### src/flow_ctrl_regs.vh
// Notes on behaviour
// - send only while partner signals ready
// - asserted clear input means remote ready
// - clear change raises modem irq; level readable
// - head byte starts when line idle
// - manual mode: request pin follows control bit
// - received characters enter receive fifo automatically
// - data irq at level 1,4,8,14
// - data irq enable also enables timeout
// - auto trigger 8,11,13,15 bytes
// - auto: request asserted below trigger
// - auto: request dropped at or above trigger
// - auto clear gating: send only when asserted
// - request and clear polarity configurable
// - auto receive and transmit enabled separately
// - first port owns handshake pins when enabled
// - second port has no handshake
// - receive fifo level readable anytime
// - data irq clears below trigger
// - timeout after four idle character times
// - reading a character clears timeout, restarts
`ifndef FLOW_CTRL_REGS_VH
`define FLOW_CTRL_REGS_VH
`define CTRL_OFFSET 12'h000
`define STAT_OFFSET 12'h004
`define RXLVL_OFFSET 12'h008
`define IRQ_OFFSET 12'h00c
`define CTRL_ENABLE 0
`define CTRL_RTS_MANUAL 1
`define CTRL_AUTO_RTS 2
`define CTRL_AUTO_CTS 3
`define CTRL_RTS_LOW 4
`define CTRL_CTS_LOW 5
`define CTRL_AUTO_TRIG_LSB 6
`define CTRL_RX_TRIG_LSB 8
`define CTRL_IE_DATA 10
`define CTRL_IE_MODEM 11
`define CTRL_RESET 32'h0000_0000
`define CHAR_BITS 10
`define TIMEOUT_CHARS 4
`endif

### src/uart_flow_ctrl.v
`timescale 1ns/1ps
`default_nettype none
`include "flow_ctrl_regs.vh"
module uart_flow_ctrl #(
  parameter HAS_HANDSHAKE = 1,
  parameter LVL_W = 11,
  parameter CYC_W = 16,
  parameter BIT_CYCLES = 16'h00d9
) (
  // apb slave
  input wire pclk,
  input wire presetn,
  input wire psel,
  input wire penable,
  input wire pwrite,
  input wire [11:0] paddr,
  input wire [31:0] pwdata,
  output reg [31:0] prdata,
  output wire pready,
  output wire pslverr,
  // handshake pins
  input wire cts_pin,
  output reg rts_out,
  output wire rts_oe,
  // receive fifo side
  input wire rx_push,
  input wire rx_pop,
  input wire [LVL_W-1:0] rx_level,
  // transmit side
  input wire tx_pending,
  input wire tx_line_idle,
  output wire tx_start,
  // interrupt conditions
  output reg irq_data,
  output reg irq_timeout,
  output reg irq_modem
);
  reg [31:0] ctrl;
  reg cts_prev;
  reg modem_flag;
  wire cts_sync;
  wire cts_asserted;
  wire hs_on;
  wire wr_en;
  wire rd_en;
  wire rx_trig_hit;
  wire auto_hit;
  wire tmo_expired;
  reg [LVL_W-1:0] rx_trig;
  reg [LVL_W-1:0] auto_trig;
  reg next_rts;

  assign pready = 1'b1;
  assign pslverr = 1'b0;
  assign wr_en = psel & penable & pwrite;
  assign rd_en = psel & ~penable & ~pwrite;

  // handshake exists only on the first port
  assign hs_on = (HAS_HANDSHAKE != 0) & ctrl[`CTRL_ENABLE];
  assign rts_oe = hs_on;

  sync_two_flop u_cts_sync (
    .pclk(pclk),
    .presetn(presetn),
    .async_in(cts_pin),
    .sync_out(cts_sync)
  );

  // polarity applied after the synchroniser
  assign cts_asserted = cts_sync ^ ctrl[`CTRL_CTS_LOW];

  // without auto gating software decides when data is written
  assign tx_start = tx_pending & tx_line_idle & ctrl[`CTRL_ENABLE] &
    (~(hs_on & ctrl[`CTRL_AUTO_CTS]) | cts_asserted);

  always @* begin
    case (ctrl[`CTRL_RX_TRIG_LSB+1:`CTRL_RX_TRIG_LSB])
      2'b00: rx_trig = {{(LVL_W-4){1'b0}}, 4'h1};
      2'b01: rx_trig = {{(LVL_W-4){1'b0}}, 4'h4};
      2'b10: rx_trig = {{(LVL_W-4){1'b0}}, 4'h8};
      default: rx_trig = {{(LVL_W-4){1'b0}}, 4'he};
    endcase
  end

  always @* begin
    case (ctrl[`CTRL_AUTO_TRIG_LSB+1:`CTRL_AUTO_TRIG_LSB])
      2'b00: auto_trig = {{(LVL_W-4){1'b0}}, 4'h8};
      2'b01: auto_trig = {{(LVL_W-4){1'b0}}, 4'hb};
      2'b10: auto_trig = {{(LVL_W-4){1'b0}}, 4'hd};
      default: auto_trig = {{(LVL_W-4){1'b0}}, 4'hf};
    endcase
  end

  assign rx_trig_hit = rx_level >= rx_trig;
  assign auto_hit = rx_level >= auto_trig;

  // request level before polarity
  always @* begin
    if (ctrl[`CTRL_AUTO_RTS]) begin
      next_rts = ~auto_hit;
    end else begin
      next_rts = ctrl[`CTRL_RTS_MANUAL];
    end
  end

  char_timer #(
    .CYC_W(CYC_W),
    .CNT_W(24)
  ) u_timer (
    .pclk(pclk),
    .presetn(presetn),
    .bit_cycles(BIT_CYCLES),
    .restart(rx_push | rx_pop),
    .armed(rx_level != 0),
    .expired(tmo_expired)
  );

  always @(posedge pclk or negedge presetn) begin
    if (!presetn) begin
      ctrl <= `CTRL_RESET;
      rts_out <= 1'b0;
      cts_prev <= 1'b0;
      modem_flag <= 1'b0;
      irq_data <= 1'b0;
      irq_timeout <= 1'b0;
      irq_modem <= 1'b0;
    end else begin
      if (wr_en && paddr == `CTRL_OFFSET) begin
        ctrl <= {20'h0, pwdata[11:0]};
      end
      rts_out <= hs_on & (next_rts ^ ctrl[`CTRL_RTS_LOW]);
      cts_prev <= cts_asserted;
      // set wins over a write clear
      if (hs_on && cts_prev != cts_asserted) begin
        modem_flag <= 1'b1;
      end else if (wr_en && paddr == `IRQ_OFFSET && pwdata[2]) begin
        modem_flag <= 1'b0;
      end
      irq_modem <= modem_flag & ctrl[`CTRL_IE_MODEM];
      irq_data <= rx_trig_hit & ctrl[`CTRL_IE_DATA];
      irq_timeout <= tmo_expired & ctrl[`CTRL_IE_DATA];
    end
  end

  // fifo fill is fed by the receive path itself
  always @(posedge pclk or negedge presetn) begin
    if (!presetn) begin
      prdata <= 32'h0000_0000;
    end else if (rd_en) begin
      if (paddr == `CTRL_OFFSET) begin
        prdata <= ctrl;
      end else if (paddr == `STAT_OFFSET) begin
        prdata <= {29'h0, modem_flag, rts_out, cts_asserted};
      end else if (paddr == `RXLVL_OFFSET) begin
        prdata <= {{(32-LVL_W){1'b0}}, rx_level};
      end else if (paddr == `IRQ_OFFSET) begin
        prdata <= {29'h0, irq_modem, irq_timeout, irq_data};
      end else begin
        prdata <= 32'h0000_0000;
      end
    end
  end
endmodule
`default_nettype wire

### src/sync_two_flop.v
`timescale 1ns/1ps
`default_nettype none
module sync_two_flop (
  // clock and reset
  input wire pclk,
  input wire presetn,
  // async level in, synced level out
  input wire async_in,
  output reg sync_out
);
  reg stage_one;
  always @(posedge pclk or negedge presetn) begin
    if (!presetn) begin
      stage_one <= 1'b0;
      sync_out <= 1'b0;
    end else begin
      stage_one <= async_in;
      sync_out <= stage_one;
    end
  end
endmodule
`default_nettype wire

### src/char_timer.v
`timescale 1ns/1ps
`default_nettype none
// counts idle character times; restart clears it
module char_timer #(
  parameter CYC_W = 16,
  parameter CNT_W = 24
) (
  // clock and reset
  input wire pclk,
  input wire presetn,
  // timing
  input wire [CYC_W-1:0] bit_cycles,
  input wire restart,
  input wire armed,
  output reg expired
);
  reg [CNT_W-1:0] count;
  wire [CNT_W-1:0] limit;
  wire [31:0] limit_full;
  // product is 32 bits wide; the counter width bounds the longest timeout
  assign limit_full = bit_cycles * `CHAR_BITS * `TIMEOUT_CHARS;
  assign limit = limit_full[CNT_W-1:0];
  always @(posedge pclk or negedge presetn) begin
    if (!presetn) begin
      count <= {CNT_W{1'b0}};
      expired <= 1'b0;
    end else if (restart || !armed) begin
      count <= {CNT_W{1'b0}};
      expired <= 1'b0;
    end else if (count >= limit) begin
      expired <= 1'b1;
    end else begin
      count <= count + 1'b1;
    end
  end
endmodule
`default_nettype wire

### config.mk
export PLATFORM = sky130hd
export DESIGN_NAME = uart_flow_ctrl
export DESIGN_NICKNAME = d
export VERILOG_FILES = /design/src/uart_flow_ctrl.v /design/src/sync_two_flop.v /design/src/char_timer.v
export VERILOG_INCLUDE_DIRS = /design/src /design/src/src
export SDC_FILE = /design/constraint.sdc
export NUM_CORES = 1
export LEC_CHECK = 0
export BUFFER_PORTS_ARGS = -buffer_cell sky130_fd_sc_hd__buf_2
export CORE_MARGIN = 2
export CORE_UTILIZATION = 45
export DETAILED_ROUTE_END_ITERATION = 10
export PLACE_DENSITY = 0.84
export SYNTH_ARGS = -nofsm -noshare
export SYNTH_HDL_FRONTEND = slang
export SYNTH_SLANG_ARGS = --single-unit
### constraint.sdc
create_clock -name pclk -period 1.7 [get_ports pclk]
set_input_delay 0.17 -clock pclk [delete_from_list [all_inputs] [get_ports pclk]]
set_output_delay 0.17 -clock pclk [all_outputs]
set_load 0.02 [all_outputs]
==> impl_metrics.tcl <==
set metrics [dict create \
    outcome "finished, violations left" \
    violations "setup timing" \
    hold-worst-slack_ps 53.64 \
    syn_area_per_cell_um2 10.74 \
    yosysTopAreaCell "dfrtp_1" \
    die_height_um 85.45 \
    ir_drop_mv 0.5023 \
    route.detailed.drc 0 \
    syn_area_mm2 0.002985 \
    synthCells 278 \
    antenna_found_initial 0 \
    skew_ps 5.674 \
    final_cell_mix "buf_2 (61), dfrtp_1 (56), buf_4 (31)" \
    layout.cells.non_filler 456 \
    slowest_stage "dfrtp_1" \
    worstMarginPinSlew_ps 664.2 \
    total_leakage_power_nw 1.915 \
    min_path_type "input port to register" \
    cts_made_buffers 9 \
    placed_cells 437 \
    htreeDepth 3 \
    pin_count 105 \
    synth-seq-cells 57 \
    port_buffers 62 \
    drive_gt1_share_pct 40.63 \
    cts_tree "yes" \
    synthArstFlopShare_pct 100.0 \
    crit_required_ps 1920 \
    regArea_mm2 0.001428 \
    powerDensity_mw_per_mm2 701.0 \
    multi_input_comb_area_mm2 0.001528 \
    slowest_delay_ps 400 \
    pre_cts_slack_ps -66.25 \
    vias 2426 \
    ys_types 48 \
    place.gp.congestion 0.8703 \
    cp-start-kind "register" \
    netlist_top_cells_area "dfrtp_1 (48%), buf_4 (5.8%), ha_1 (3.8%)" \
    dr.pass1.iters 4 \
    rows 29 \
    synthFlopType "dfrtp_1" \
    diodes 0 \
    synth_edf_count 0 \
    grt_pass1_wl_um 11100 \
    final_common_cell "buf_2" \
    relSlewSlack_pct 55.42 \
    die_area_mm2 0.007302 \
    yosys.area.top_type_share_pct 47.78 \
    fin_crit_sh_pct 106.4 \
    cts.sinks 57 \
    ys_warn_count 0 \
    crit_fanout 2 \
    wl_per_cell_um 15.34 \
    ys_seq_area_share_pct 47.78 \
    endpoint_kind "register" \
    ant_nets 0 \
    clk_latency_ps 330 \
    fillers 506 \
    drt_iter0_markers 81 \
    path_buf_inv 1 \
    fin_ws_ps -108.1 \
    cap_violations 0 \
    syn_to_final_growth_pct 30.01 \
    rsz0062_at_grt "yes" \
    crit_arrival_ps 2030 \
    grtUsageTotal_pct 19.75 \
    finalHoldViolations 0 \
    drv_slew 0 \
    vias_per_cell 5.320 \
    setup_viol 2 \
    crit_family "compound AO/OA/AOI/OAI gates" \
    cp_cell_sequence "inv_2 > nand2_2 > ha_4 > nand2b_4 > a211oi_4 > o2111ai_2 > and3_1 > o21a_1" \
    fin_crit_ps 1808 \
    cts.path.max_buffers 2 \
    drt-total-wl_um 6994 \
    initial_utilization_pct 46.75 \
    grt_pass1_vias 2395 \
    nets 451 \
    path_clk_slew_ps 60 \
    cts_root_buffer "clkbuf_8" \
    dieWidth_um 85.45 \
    grt-ovfl-total 0 \
    utilization_pct 60.78 \
    grt_max_degree 37 \
    worstSetupPathType "register to register" \
    fmax_mhz 553.1 \
    dp_hpwl_um 4940 \
    core-area_mm2 0.006386 \
]
## power breakdown
part / internal [mW] / switching (mW) / leakage [nW]
registers: 1.36 / 0.00682 / 0.761
logic: 0.0876 / 0.156 / 1.07
clock network: 0.624 / 0.483 / 0.0875
## layout make-up
cell class / count / share of cell area [%]
tap: 77 / 2.482
inverter: 13 / 1.257
sequential: 57 / 36.78
multi-input combinational: 198 / 39.36
timing repair buffer: 98 / 15.76
clock buffer: 13 / 4.352
## flip-flops by register name, summed over array words and instances (netlist names)
name / flops
modem_flag: 1
u_timer.count: 24
irq_data: 1
rts_out: 1
ctrl: 12
irq_timeout: 1
u_cts_sync.sync_out: 1
cts_prev: 1
prdata: 12
u_cts_sync.stage_one: 1
irq_modem: 1
u_timer.expired: 1
## stage by stage
| step | TNS (ps) | power (mW) | instance area (µm²) |
|---|---|---|---|
| after floorplan | 0 | 1.537 | 3060 |
| after global placement | -79.93 | 1.610 | 3498 |
| after detailed placement | -336.0 | 1.617 | 3498 |
| after CTS | -49.56 | 2.735 | 3722 |
| after global routing | -915.0 | 2.838 | 3881 |
| final | -118.0 | 2.721 | 3881 |
## timing repair
| item | CTS | global route |
|---|---|---|
| cloned | 0 | 0 |
| setup buffers | 0 | 4 |
| pin swaps | 3 | 17 |
| setup endpoints to repair | 8 | 15 |
| hold buffers | 2 | 0 |
| endpoints found under the hold margin | 22 | 0 |
| gates resized for setup | 8 | 27 |
## cells in the mapped netlist (all sizes together) (2+ instances only)
master	count
dfrtp	57
clkbuf	4
xor2	2
nor2b	2
nand4	3
a22o	2
mux4	3
nor3	3
mux2	8
nor2	15
xnor2	8
a21oi	9
and2	12
a21o	2
and3	3
nand2	30
a2111oi	3
nor4	9
nand2b	3
o21ai	10
ha	9
a211oi	6
and4	2
o31ai	2
a22oi	8
inv	13
nand3	13
conb	2
buf	26
## layer usage
layer	up-vias	track usage [%]	wire, µm
met1	1174	23.59	2710
met3	18	5.642	482
met5	-	0	0
li1	1133	-	-
met4	0	9.235	193
met2	101	32.88	3609
## tightest hold or removal path, stage by stage
cell and delay, ps:
buf_2 80, nand2_1 30, o21ai_0 70
## kinds of logic after synthesis
kind of cell    share of synthesized area [%]
other cells                            0.2516
xor+xnor                                2.934
simple gates                            19.45
compound gates                          11.74
fa+ha+maj                               3.772
mux                                     5.532
flops                                   47.78
buf+inv                                 8.550
## final timing paths
check,start,to,slack (ps),cells past startpoint
max,ctrl[6],rts_out,-110,8
min,pwdata[8],ctrl[8],50,3
max reg2reg,ctrl[6],rts_out,-110,8
min reg2reg,u_cts_sync.stage_one,u_cts_sync.sync_out,350,0
max in group asynchronous,presetn,prdata[9],780,3
min in group asynchronous,presetn,u_timer.count[9],350,2
No activity file was read; power rests on OpenSTA's default activity.
